**config.mk**
```make
export PLATFORM = sky130hd
export DESIGN_NAME = rvs_regs
export DESIGN_NICKNAME = d
export VERILOG_FILES = /design/src/inc/rvs_pkg.sv /design/src/logic/rvs_i2c_slave.sv /design/src/logic/rvs_regs.sv
export SDC_FILE = /design/constraint.sdc
export NUM_CORES = 1
export LEC_CHECK = 0
export BUFFER_PORTS_ARGS = -buffer_cell sky130_fd_sc_hd__buf_2
export CAP_MARGIN = 20
export CORE_MARGIN = 2
export CORE_UTILIZATION = 55
export DETAILED_ROUTE_END_ITERATION = 16
export HOLD_SLACK_MARGIN = 0.06
export PLACE_DENSITY = 0.78
export SYNTH_ARGS = -nofsm -noshare
export SYNTH_HDL_FRONTEND = slang
export SYNTH_HIERARCHICAL = 1
export SYNTH_SLANG_ARGS = --single-unit
```
**constraint.sdc**
```tcl
create_clock -name clk -period 3 [get_ports clk]
set_input_delay 0.75 -clock clk [delete_from_list [all_inputs] [get_ports clk]]
set_output_delay 0.75 -clock clk [all_outputs]
set_load 0.02 [all_outputs]
```
**src/inc/rvs_pkg.sv**
```systemverilog
package rvs_pkg;

  // register byte addresses on the serial interface
  localparam logic [7:0] CORE_ADDR = 8'h06;
  localparam logic [7:0] VSEL_ADDR = 8'h08;

  // serial device address; the value is arbitrary
  localparam logic [6:0] DEV_ADDR = 7'h48;

  // field layout of the regulator voltage select register
  localparam int SECOND_LSB = 4;
  localparam int FIRST_LSB = 0;
  localparam logic [7:0] VSEL_RSVD_MASK = 8'h88;

  // core default code: top bit set, low four bits follow the strap
  localparam logic CORE_DEF_MSB = 1'b1;
  localparam logic [4:0] CORE_TOP_CODE = 5'h1F;

  // output voltages in millivolts
  localparam logic [11:0] SECOND_MV [8] = '{12'h41A, 12'h4B0, 12'h514,
    12'h708, 12'h9C4, 12'hAF0, 12'hBB8, 12'hCE4};
  localparam logic [11:0] FIRST_MV [8] = '{12'h3E8, 12'h44C, 12'h514,
    12'h708, 12'h898, 12'hA28, 12'hAF0, 12'hC4E};
  localparam logic [11:0] CORE_BASE_MV = 12'h320;
  localparam logic [11:0] CORE_STEP_MV = 12'h019;
  localparam logic [11:0] CORE_HI_MV = 12'h640;
  localparam logic [11:0] CORE_LO_MV = 12'h4B0;
  localparam logic [11:0] RAIL_HI_MV = 12'hCE4;
  localparam logic [11:0] RAIL_LO_MV = 12'h708;

  // linear defaults by strap pair {strap_b, strap_a}
  localparam logic [2:0] STRAP_SECOND [4] = '{3'h1, 3'h3, 3'h6, 3'h7};
  localparam logic [2:0] STRAP_FIRST [4] = '{3'h3, 3'h3, 3'h5, 3'h6};

  // clocks after reset release during which defaults keep loading
  localparam logic [1:0] BOOT_LOAD_CYCLES = 2'h3;

endpackage

```
**src/logic/rvs_i2c_slave.sv**
```systemverilog
module rvs_i2c_slave (
  input wire logic clk,
  input wire logic rstn,
  input wire logic scl,
  input wire logic sda_in,
  output logic sda_out,
  output logic sda_oe,
  output logic wr_en,
  output logic [7:0] ptr,
  output logic [7:0] wr_data,
  input wire logic [7:0] rd_data
);

  typedef enum logic [2:0] {IDLE, ADDR, PTR, WDATA, ACK, RDATA, RACK}
    rvs_i2c_e;

  rvs_i2c_e state; // bus transaction phase
  rvs_i2c_e after; // phase entered once the ack bit ends
  logic scl_m, scl_s, scl_d; // scl synchroniser and delayed copy
  logic sda_m, sda_s, sda_d; // sda synchroniser and delayed copy
  logic [7:0] shreg; // shift register for both directions
  logic [3:0] cnt; // bits seen in the current byte
  logic start, stop, rise, fall;

  // three flops per pin; the second stage and its delayed copy are looked at
  always_ff @(posedge clk or negedge rstn) begin
    if (!rstn) begin
      scl_m <= 1'b1;
      scl_s <= 1'b1;
      scl_d <= 1'b1;
      sda_m <= 1'b1;
      sda_s <= 1'b1;
      sda_d <= 1'b1;
    end else begin
      scl_m <= scl;
      scl_s <= scl_m;
      scl_d <= scl_s;
      sda_m <= sda_in;
      sda_s <= sda_m;
      sda_d <= sda_s;
    end
  end

  // bus conditions from synchronised levels
  assign start = scl_s & scl_d & sda_d & ~sda_s;
  assign stop = scl_s & scl_d & ~sda_d & sda_s;
  assign rise = scl_s & ~scl_d;
  assign fall = ~scl_s & scl_d;

  // open drain: the line is only ever pulled low
  always_ff @(posedge clk or negedge rstn) begin
    if (!rstn) sda_out <= 1'b0;
    else sda_out <= 1'b0;
  end

  // transaction sequencer; sda only changes while scl is low
  always_ff @(posedge clk or negedge rstn) begin
    if (!rstn) begin
      state <= IDLE;
      after <= IDLE;
      shreg <= 8'h00;
      cnt <= 4'h0;
      sda_oe <= 1'b0;
      wr_en <= 1'b0;
      ptr <= 8'h00;
      wr_data <= 8'h00;
    end else begin
      wr_en <= 1'b0;
      if (start) begin
        // a repeated start keeps the pointer for a combined read
        state <= ADDR;
        cnt <= 4'h0;
        sda_oe <= 1'b0;
      end else if (stop) begin
        state <= IDLE;
        sda_oe <= 1'b0;
      end else if (rise) begin
        unique case (state)
          ADDR, PTR, WDATA: begin
            shreg <= {shreg[6:0], sda_s};
            cnt <= cnt + 4'h1;
          end
          RDATA: cnt <= cnt + 4'h1;
          RACK: if (sda_s) state <= IDLE; // master nack ends the read
          IDLE, ACK: ;
        endcase
      end else if (fall) begin
        unique case (state)
          ADDR: if (cnt == 4'h8) begin
            if (shreg[7:1] == rvs_pkg::DEV_ADDR) begin
              sda_oe <= 1'b1;
              after <= shreg[0] ? RDATA : PTR;
              state <= ACK;
            end else begin
              state <= IDLE; // another device's address
            end
          end
          PTR: if (cnt == 4'h8) begin
            ptr <= shreg;
            sda_oe <= 1'b1;
            after <= WDATA;
            state <= ACK;
          end
          WDATA: if (cnt == 4'h8) begin
            // pointer does not advance; every byte hits one register
            wr_en <= 1'b1;
            wr_data <= shreg;
            sda_oe <= 1'b1;
            after <= WDATA;
            state <= ACK;
          end
          ACK: begin
            cnt <= 4'h0;
            state <= after;
            if (after == RDATA) begin
              shreg <= rd_data;
              sda_oe <= ~rd_data[7];
            end else begin
              sda_oe <= 1'b0;
            end
          end
          RDATA: if (cnt == 4'h8) begin
            sda_oe <= 1'b0;
            state <= RACK;
          end else begin
            sda_oe <= ~shreg[6];
            shreg <= {shreg[6:0], 1'b0};
          end
          RACK: begin
            cnt <= 4'h0;
            shreg <= rd_data;
            sda_oe <= ~rd_data[7];
            state <= RDATA;
          end
          IDLE: ;
        endcase
      end
    end
  end

endmodule // rvs_i2c_slave

```
**src/logic/rvs_regs.sv**
```systemverilog
// Behaviour
// - bits 6..4 select second regulator voltage
// - bits 2..0 select first regulator voltage
// - lockout loads both codes from strap pins
// - core starts 1.6 V high, 1.2 V low
// - other converters start 3.3 V or 1.8 V
// - changed core register overrides core strap
// - core code is 0.8 V plus 25 mV steps, top code pinned to 1.6 V
module rvs_regs (
  input wire logic clk,
  input wire logic rstn,
  input wire logic undervoltage_lockout,
  input wire logic linear_default_strap_a,
  input wire logic linear_default_strap_b,
  input wire logic core_default_strap,
  input wire logic core_divider_present,
  input wire logic system_default_strap,
  input wire logic memory_default_strap,
  input wire logic scl,
  input wire logic sda_in,
  output logic sda_out,
  output logic sda_oe,
  output logic [2:0] first_reg_code,
  output logic [2:0] second_reg_code,
  output logic [11:0] first_linear_regulator_mv,
  output logic [11:0] second_linear_regulator_mv,
  output logic [4:0] core_voltage_code,
  output logic core_register_override,
  output logic core_divider_mode,
  output logic [11:0] core_converter_output_mv,
  output logic [11:0] system_converter_mv,
  output logic [11:0] memory_converter_mv
);

  logic [6:0] pin_m; // first synchroniser stage of the pins
  logic [6:0] pin_s; // second stage, safe to use
  logic lockout, strap_a, strap_b, strap_core, divider, strap_sys, strap_mem;
  logic [1:0] boot_cnt; // keeps defaults loading after reset release
  logic load_def; // load strap defaults this cycle
  logic wr_en; // one cycle register write from the serial port
  logic [7:0] ptr; // register pointer
  logic [7:0] wr_data;
  logic [7:0] rd_data; // read mux, reserved bits forced low
  logic [4:0] core_def; // strap derived core default
  logic [2:0] def_first, def_second;
  logic [11:0] core_reg_mv; // register decoded core voltage

  // two flops for every strap and the lockout pin
  always_ff @(posedge clk or negedge rstn) begin
    if (!rstn) begin
      pin_m <= 7'h00;
      pin_s <= 7'h00;
    end else begin
      pin_m <= {undervoltage_lockout, linear_default_strap_a,
                linear_default_strap_b, core_default_strap,
                core_divider_present, system_default_strap,
                memory_default_strap};
      pin_s <= pin_m;
    end
  end

  assign {lockout, strap_a, strap_b, strap_core, divider, strap_sys,
          strap_mem} = pin_s;

  // synchronisers need two edges, so load for a few cycles after reset
  always_ff @(posedge clk or negedge rstn) begin
    if (!rstn) boot_cnt <= rvs_pkg::BOOT_LOAD_CYCLES;
    else if (boot_cnt != 2'h0) boot_cnt <= boot_cnt - 2'h1;
  end

  assign load_def = lockout | (boot_cnt != 2'h0);
  assign def_first = rvs_pkg::STRAP_FIRST[{strap_b, strap_a}];
  assign def_second = rvs_pkg::STRAP_SECOND[{strap_b, strap_a}];
  assign core_def = {rvs_pkg::CORE_DEF_MSB, {4{strap_core}}};

  rvs_i2c_slave u_port (
    .clk(clk),
    .rstn(rstn),
    .scl(scl),
    .sda_in(sda_in),
    .sda_out(sda_out),
    .sda_oe(sda_oe),
    .wr_en(wr_en),
    .ptr(ptr),
    .wr_data(wr_data),
    .rd_data(rd_data)
  );

  // linear regulator codes; lockout wins over a write
  always_ff @(posedge clk or negedge rstn) begin
    if (!rstn) begin
      first_reg_code <= 3'h0;
      second_reg_code <= 3'h0;
    end else if (load_def) begin
      first_reg_code <= def_first;
      second_reg_code <= def_second;
    end else if (wr_en && ptr == rvs_pkg::VSEL_ADDR) begin
      // written reserved bits are dropped here, not stored
      second_reg_code <= wr_data[rvs_pkg::SECOND_LSB +: 3];
      first_reg_code <= wr_data[rvs_pkg::FIRST_LSB +: 3];
    end
  end

  // core code register and its override flag
  always_ff @(posedge clk or negedge rstn) begin
    if (!rstn) begin
      core_voltage_code <= 5'h00;
      core_register_override <= 1'b0;
    end else if (load_def) begin
      core_voltage_code <= core_def;
      core_register_override <= 1'b0;
    end else if (wr_en && ptr == rvs_pkg::CORE_ADDR) begin
      core_voltage_code <= wr_data[4:0];
      // rewriting the default keeps strap control
      if (wr_data[4:0] != core_def) core_register_override <= 1'b1;
    end
  end

  // read mux; reserved positions are constant zero
  always_comb begin
    rd_data = 8'h00;
    if (ptr == rvs_pkg::VSEL_ADDR) begin
      rd_data[rvs_pkg::SECOND_LSB +: 3] = second_reg_code;
      rd_data[rvs_pkg::FIRST_LSB +: 3] = first_reg_code;
      rd_data = rd_data & ~rvs_pkg::VSEL_RSVD_MASK;
    end else if (ptr == rvs_pkg::CORE_ADDR) begin
      rd_data[4:0] = core_voltage_code;
    end
  end

  // top code is pinned to the documented maximum, not the linear value
  assign core_reg_mv = (core_voltage_code == rvs_pkg::CORE_TOP_CODE)
    ? rvs_pkg::CORE_HI_MV
    : rvs_pkg::CORE_BASE_MV
      + 12'(core_voltage_code) * rvs_pkg::CORE_STEP_MV;

  // registered voltage outputs
  always_ff @(posedge clk or negedge rstn) begin
    if (!rstn) begin
      first_linear_regulator_mv <= 12'h000;
      second_linear_regulator_mv <= 12'h000;
      core_converter_output_mv <= 12'h000;
      system_converter_mv <= 12'h000;
      memory_converter_mv <= 12'h000;
      core_divider_mode <= 1'b0;
    end else begin
      first_linear_regulator_mv <= rvs_pkg::FIRST_MV[first_reg_code];
      second_linear_regulator_mv <=
        rvs_pkg::SECOND_MV[second_reg_code];
      if (core_register_override) begin
        core_converter_output_mv <= core_reg_mv;
      end else begin
        core_converter_output_mv <= strap_core ? rvs_pkg::CORE_HI_MV
                                               : rvs_pkg::CORE_LO_MV;
      end
      // a divider only matters while the strap still rules the core
      core_divider_mode <= divider & ~core_register_override;
      system_converter_mv <= strap_sys ? rvs_pkg::RAIL_HI_MV
                                       : rvs_pkg::RAIL_LO_MV;
      memory_converter_mv <= strap_mem ? rvs_pkg::RAIL_HI_MV
                                       : rvs_pkg::RAIL_LO_MV;
    end
  end
endmodule // rvs_regs

```
Word-level counts from Yosys, hierarchy flattened
Memory sizes are Yosys's and may differ from the RTL's. A register that Yosys moved wholly into a read port is not among the register bits. Index checks and enable logic that the tools add are counted.

Flip-flop bits (word level): 106. Memories: 2. ROM bits: 192. Output and inout port bits: 75.

Memories: (name not given) (words 8, bits a word 12, rd ports 1, clocked after memory_dff 1, wr ports 0, line rvs_regs.sv:149) `rvs_pkg::SECOND_MV[second_reg_code];`; (name not given) (words 8, bits a word 12, rd ports 1, clocked after memory_dff 1, wr ports 0, line rvs_regs.sv:147) `first_linear_regulator_mv <= rvs_pkg::FIRST_MV[first_reg_code];`.

Bitwise logic cells: 22. Equal/unequal tests: 31. $add $sub $neg: 3. Magnitude comparators: 1. Multipliers: 1. Reduce and logical (&&, ||, !) cells: 28. Mux-type cells: 67.

Operators with widths (count): 3-bit two-way mux (22); 8-bit two-way mux (5); 12-bit two-way mux (3); 4-bit two-way mux (6); 8-bit case mux with 3 select lines (1); 5-bit two-way mux (4); 1-bit two-way mux (18); 6-bit AND reduction (3); 4-bit by 1-bit != test with 1-bit output (second input constant) (4); 5-bit by 1-bit != test with 1-bit output (second input constant) (3); 3-bit case mux with 5 select lines (1); 7-bit AND reduction (2); 3-bit binary-select mux with 2-bit select (2); 3-bit equality test (second input constant) (4); 2-bit nonzero test (6); 10-bit by 10-bit adder with 11-bit output (first input constant) (1); 11-bit two-way mux (1); 5-bit by 5-bit multiplier with 10-bit output (second input constant) (1); 10-bit two-way mux (1); 1-bit inverter (9); 3-bit nonzero test (3); 1-bit bitwise AND (8); 8-bit by 3-bit equality test with 1-bit output (second input constant) (1); 8-bit by 4-bit equality test with 1-bit output (second input constant) (1); other kinds (32) (43).

Depth between registers and ports, before layout
Gate-level depths: netlist of the first run.

Depth after elaboration: 8. Gate-level depth with buffers: 12.

Hierarchy
Netlist of the first run, hierarchy kept.

Modules (own cells, without submodules): rvs_regs (cells each 259, sequential area each 1679.1 um2, area an instance 3104.2 um2, instances 1); rvs_i2c_slave (cells each 188, sequential area each 1058.5 um2, area an instance 2138.3 um2, instances 1).

Worst setup path after synthesis of the first run
No wires, ideal clock.

Path kind: reg-to-reg. Start point: register core_voltage_code[1]. End point: register core_converter_output_mv[9]. Stages on the path, launching flop included: 12. Data required time: 2901 ps. Library setup time: 99 ps. Buffers on the path: 0. Path slack: 458 ps. Data arrival time: 2443 ps. Cells stage by stage: dfrtp_1 -> inv_1 -> ha_1 -> inv_1 -> ha_1 -> ha_1 -> ha_1 -> inv_1 -> fa_1 -> nor2b_1 -> o21ai_0 -> a311oi_1.

Cells in the longest elaborated chain, start to end: 4. Elaborated cells between the ends (all ways): 5. Those cells by class: 1 x add/sub; 1 x mul; 1 x eq/ne; 2 x mux.

Ends and longest elaborated chain: start: declaration (line rvs_regs.sv:27) `output logic [4:0] core_voltage_code,`; start signal: assignment (line rvs_regs.sv:110) `core_voltage_code <= core_def;`; start signal: assignment (line rvs_regs.sv:113) `core_voltage_code <= wr_data[4:0];`; 5-bit by 5-bit multiplier with 10-bit output (line rvs_regs.sv:135) `+ 12'(core_voltage_code) * rvs_pkg::CORE_STEP_MV;`; 10-bit by 10-bit adder with 11-bit output (line rvs_regs.sv:135); 11-bit two-way mux * (line rvs_regs.sv:133) `? rvs_pkg::CORE_HI_MV`; 12-bit two-way mux * (line rvs_regs.sv:150) `if (core_register_override) begin`; end signal: assignment (line rvs_regs.sv:151) `core_converter_output_mv <= core_reg_mv;`; end signal: assignment (line rvs_regs.sv:153) `core_converter_output_mv <= strap_core ? rvs_pkg::CORE_HI_MV`; end: declaration (line rvs_regs.sv:30) `output logic [11:0] core_converter_output_mv,`.

Mark *: on every way between the ends. The rest lies on a longest branch, timed or not. A chain may end at the register's enable or synchronous reset.

Worst setup path in the final report of the first run
Start point: register core_voltage_code[2]. End point: register core_converter_output_mv[9].

The elaborated chain is that of the path after synthesis.

==> results.json, run 1 <==
{
  "cts_hold_buf": 0,
  "finClkSkew_ns": 0.0174,
  "crit_arrival_ns": 2.88,
  "crit_path_max_fanout": 5,
  "critical_path_class": "reg -> reg",
  "irDropWorstVdd_mv": 0.312,
  "insertion_delay_ns": 0.37,
  "status": "finished, final reports clean",
  "drv_cap": 0,
  "timing_max_transition_violations_final": 0,
  "antenna_found_initial": 0,
  "grt.total_usage": 0.193,
  "cts_buffers": 9,
  "grt_pass1_wl_microns": 15400,
  "grt-ovfl-total": 0,
  "synth.avg_cell_area_sq_um": 11.7,
  "dpl.hpwl_microns": 6890,
  "grt_max_degree": 51,
  "cts_setup_buffers": 0,
  "fillers": 724,
  "crit_path_end_kind": "flip-flop",
  "startpoint_type": "flip-flop",
  "hold_viol": 0,
  "nets": 559,
  "power_leakage_uw": 0.00299,
  "setup_tns_ns": 0,
  "vias_per_cell": 5.42,
  "pre_cts_ws_ns": 0.394,
  "worstMarginPinSlew_ns": 0.704,
  "start_util": 0.566,
  "die-area_sq_um": 10300,
  "gp_congestion": 0.873,
  "synth_area_sq_um": 5200,
  "detail-route-antenna-nets": 0,
  "clkSlewWorstSetupHoldPaths_ns": 0.11,
  "cts_root_buf": "clkbuf_8",
  "drive_gt1_frac": 0.267,
  "timing.slew.headroom": 0.528,
  "htreeDepth": 3,
  "grt_pass1_vias": 3234,
  "wl_met2_microns": 4450,
  "rsz0062_at_grt": "false",
  "firstDrtPassIters": 4,
  "first_iter_violations": 157,
  "drc": 0,
  "cts_tree": "yes",
  "syn_inst": 445,
  "crit_required_ns": 3.25,
  "cts_resized": 0,
  "yosysWarningCount": 6,
  "period_share": 0.876,
  "die_h_microns": 101,
  "vias": 3397,
  "met1Wirelength_microns": 4320,
  "layout-area-overhead-vs-synth_pct": 10.5,
  "antenna_cells": 0,
  "core_sq_um": 9200,
  "num_rows": 35,
  "wl_per_cell_microns": 14.9,
  "highest_layer": "met4",
  "cts_buffer_depth": 2,
  "io_pins": 86,
  "drt-total-wl_microns": 9330,
  "setup_slack_ns": 0.372,
  "hold_path.class": "reg -> reg",
  "met3_length_microns": 445,
  "setup_viol": 0,
  "portBuffers": 75,
  "min_period_ns": 2.63,
  "die_x_microns": 101,
  "powerDensity_nw_per_um2": 510,
  "clkSinkCount": 108,
  "fmax_mhz": 381
}
==> routing by layer <==
metal	up-vias	GRT usage
li1	1625	-
met1	1659	0.272
met3	9	0.0269
met2	104	0.310
met5	-	0
met4	0	0.0644
==> through the flow <==
| stage | cells | hold slack [ns] | area [sq um] | total power (uW) | utilization |
|---|---|---|---|---|---|
| final | 627 | 0.357 | 5750 | 2930 | 0.625 |
| after global routing | 627 | 0.363 | 5750 | 3080 | 0.625 |
| after CTS | 627 | 0.359 | 5750 | 2960 | 0.625 |
| after detailed placement | 611 | 0.335 | 5560 | 2110 | 0.605 |
| after global placement | 611 | 0.332 | 5560 | 2090 | 0.605 |
| after floorplan | 455 | 0.331 | 5240 | 1960 | - |
==> final cells by class <==
type	count	area (sq um)	area share
Timing Repair Buffer	80	415	0.0722
Sequential cell	108	2710	0.472
Multi-Input combinational cell	279	2170	0.378
Inverter	33	124	0.0215
Tap cell	111	139	0.0242
Clock inverter	7	65.1	0.0113
Clock buffer	9	124	0.0215
==> worst paths after layout <==
| kind | start | slack, ns | cells past startpoint | endpoint |
|---|---|---|---|---|
| hold / removal | pin_m[5] | 0.36 | 0 | pin_s[5] |
| hold reg to reg | pin_m[5] | 0.36 | 0 | pin_s[5] |
| setup reg to reg | core_voltage_code[2] | 0.37 | 12 | core_converter_output_mv[9] |
| setup / recovery | core_voltage_code[2] | 0.37 | 12 | core_converter_output_mv[9] |
| min in group asynchronous | rstn | 0.37 | 1 | first_linear_regulator_mv[9] |
| max in group asynchronous | rstn | 1.82 | 2 | u_port/sda_s |
==> cells in the final DEF, fill, tap and decap left out, types with 2 or more instances in the layout <==
cell type  count
and2_1         4
conb_1        13
clkbuf_8       9
and3_1         5
a211oi_1       5
or2_1          2
mux2_2        15
dfrtp_1      100
xor2_1         2
nor3_1         4
nand3b_1       2
nand2_1       26
nor2_1        23
a21o_1         4
ha_1          36
inv_1         33
buf_4          6
a31oi_1        2
mux2_4         7
dfstp_2        8
a22oi_1        5
a21oi_1       20
nand4b_2       2
nand3_1        4
nand2b_1       3
xnor2_1        3
a32oi_1        2
mux2i_1       25
and3b_1        3
o31ai_1        2
nor3b_1        3
inv_6          3
o21ai_0       17
nor2b_1        8
o22ai_1        2
buf_2         74
inv_8          2
==> report_power, final <==
group / leakage (uW) / switching (uW) / total, uW / internal, uW
clock network: 0.0000947 / 532 / 856 / 325
logic: 0.00157 / 299 / 484 / 185
registers: 0.00133 / 56.1 / 1590 / 1540
total: 0.00299 / 887 / 2930 / 2050
==> sequential cells by signal, indices dropped and copies added, names as in the netlist, 3 cells and up <==
name / cells
core_converter_output_mv: 11
u_port/ptr: 8
u_port/cnt: 4
u_port/state: 3
u_port/after: 3
second_linear_regulator_mv: 11
u_port/wr_data: 7
core_voltage_code: 5
first_linear_regulator_mv: 11
u_port/shreg: 8
memory_converter_mv: 3
pin_m: 7
pin_s: 7
first_reg_code: 3
second_reg_code: 3
==> worst max-delay path: stages (launching register included) <==
cell,delay [ns]
dfrtp_1,0.43
inv_1,0.09
ha_1,0.28
inv_1,0.04
ha_1,0.27
ha_1,0.28
ha_1,0.18
inv_1,0.06
fa_1,0.40
nor2b_1,0.12
o21ai_0,0.11
a21oi_1,0.18
a311oi_1,0.06
(Power assumes the default switching activity.)
==> inputs of run 2 (changes only) <==
--- a/config.mk
+++ b/config.mk
@@ -9,6 +9,7 @@
 export CAP_MARGIN = 20
 export CORE_MARGIN = 2
 export CORE_UTILIZATION = 55
+export CTS_BUF_LIST = sky130_fd_sc_hd__clkbuf_16
 export DETAILED_ROUTE_END_ITERATION = 16
 export HOLD_SLACK_MARGIN = 0.06
 export PLACE_DENSITY = 0.78
==> results.json, run 2 (synthesis gave the netlist of run 1 again) <==
{
  "finClkSkew_ns": 0.0109,
  "timing.slew.headroom": 0.524,
  "wl_per_cell_microns": 15.2,
  "die-area_sq_um": 10300,
  "first_iter_violations": 134,
  "firstDrtPassIters": 4,
  "cts_buffer_depth": 2,
  "drt-total-wl_microns": 9560,
  "clkSinkCount": 108,
  "fillers": 702,
  "cts_hold_buf": 0,
  "die_h_microns": 101,
  "vias_per_cell": 5.44,
  "fmax_mhz": 379,
  "insertion_delay_ns": 0.35,
  "grt_pass1_vias": 3277,
  "antenna_cells": 0,
  "final_common_cell": "dfrtp_1",
  "io_pins": 86,
  "portBuffers": 75,
  "gp_congestion": 0.873,
  "die_x_microns": 101,
  "cp-endpoint": "core_converter_output_mv[9]",
  "grt.total_usage": 0.198,
  "holdWs_ns": 0.350,
  "worst-r2r-cell-count": 12,
  "hold_path.class": "reg -> reg",
  "min_period_ns": 2.64,
  "grt-ovfl-total": 0,
  "startpoint_type": "flip-flop",
  "nets": 559,
  "drv_cap": 0,
  "crit_path_max_fanout": 5,
  "critical_path_class": "reg -> reg",
  "vias": 3414,
  "core_sq_um": 9200,
  "grt_max_degree": 51,
  "rrSetupSlack_ns": 0.36,
  "timing_max_transition_violations_final": 0,
  "detail-route-antenna-nets": 0,
  "rsz0062_at_grt": "false",
  "cts_tree": "yes",
  "setup_viol": 0,
  "num_rows": 35,
  "startpoint": "core_voltage_code[2]",
  "irDropWorstVdd_mv": 0.340,
  "grt_pass1_wl_microns": 15900,
  "status": "finished, final reports clean",
  "crit_path_end_kind": "flip-flop",
  "p_total_uw": 3220,
  "cts_setup_buffers": 0,
  "clkSlewWorstSetupHoldPaths_ns": 0.08,
  "min_path_cells": 0,
  "antenna_found_initial": 0,
  "worstMarginPinSlew_ns": 0.710,
  "hold_viol": 0,
  "hold_start": "pin_m[5]",
  "powerDensity_nw_per_um2": 551,
  "drive_gt1_frac": 0.267,
  "rr_startpoint": "core_voltage_code[2]",
  "power_leakage_uw": 0.00303,
  "final_cell_mix": "dfrtp_1, buf_2, ha_1",
  "layout-area-overhead-vs-synth_pct": 12.5,
  "crit_arrival_ns": 2.86,
  "cts_root_buf": "clkbuf_16",
  "cts_resized": 0,
  "setup_tns_ns": 0,
  "r2r_end": "core_converter_output_mv[9]",
  "largest_registers": "core_converter_output_mv (11), first_linear_regulator_mv (11), second_linear_regulator_mv (11)",
  "dpl.hpwl_microns": 6890,
  "period_share": 0.879,
  "start_util": 0.566,
  "htreeDepth": 3,
  "drc": 0,
  "crit_required_ns": 3.22,
  "cts_buffers": 9
}
==> run 2: cell types whose count changed in the layout (fill, tap and decap cells not counted) <==
cell       previous run  this run
clkbuf_8              9         0
clkbuf_16             0         9
==> run 2: routing by layer <==
layer  GRT usage  vias to the layer above  share of wire
met5           0                        -              0
met4      0.0790                        0          0.014
met3      0.0248                       11          0.041
met2       0.319                       97           0.49
met1       0.276                     1674           0.46
li1            -                     1632              -
==> run 2: cell type report <==
type | instances | area (sq um) | area share
Clock inverter | 7 | 65.1 | 0.0111
Multi-Input combinational cell | 279 | 2170 | 0.371
Tap cell | 111 | 139 | 0.0237
Clock buffer | 9 | 225 | 0.0385
Inverter | 33 | 124 | 0.0212
Timing Repair Buffer | 80 | 415 | 0.0710
Sequential cell | 108 | 2710 | 0.464
==> run 2: worst min-delay path by stage <==
stage / endpoint / slack (ns)
6_report: pin_s[5] / 0.35
5_1_grt: pin_s[3] / 0.35
4_1_cts: pin_s[5] / 0.35
3_5_place_dp: pin_s[5] / 0.33
3_3_place_gp: pin_s[3] / 0.33
2_1_floorplan: pin_s[0] / 0.33
==> run 2: report_power, final <==
part	total, uW	internal [uW]	switching, uW
Combinational	485	185	300
Sequential	1590	1540	56.9
Clock	1150	586	561
==> run 2: through the flow <==
stage          std cells  instance area [sq um]   util  setup WS, ns
2_1_floorplan        455                   5240      -         0.458
3_3_place_gp         611                   5560  0.605         0.484
3_5_place_dp         611                   5560  0.605         0.394
4_1_cts              627                   5850  0.636         0.380
5_1_grt              627                   5850  0.636         0.148
6_report             627                   5850  0.636         0.362
==> run 2: worst max-delay path, cell delays in order, from the launching register on <==
cell and delay, ns:
dfrtp_1 0.42, inv_1 0.09, ha_1 0.28, inv_1 0.04, ha_1 0.27, ha_1 0.28, ha_1 0.18, inv_1 0.06
fa_1 0.40, nor2b_1 0.13, o21ai_0 0.11, a21oi_1 0.19, a311oi_1 0.06
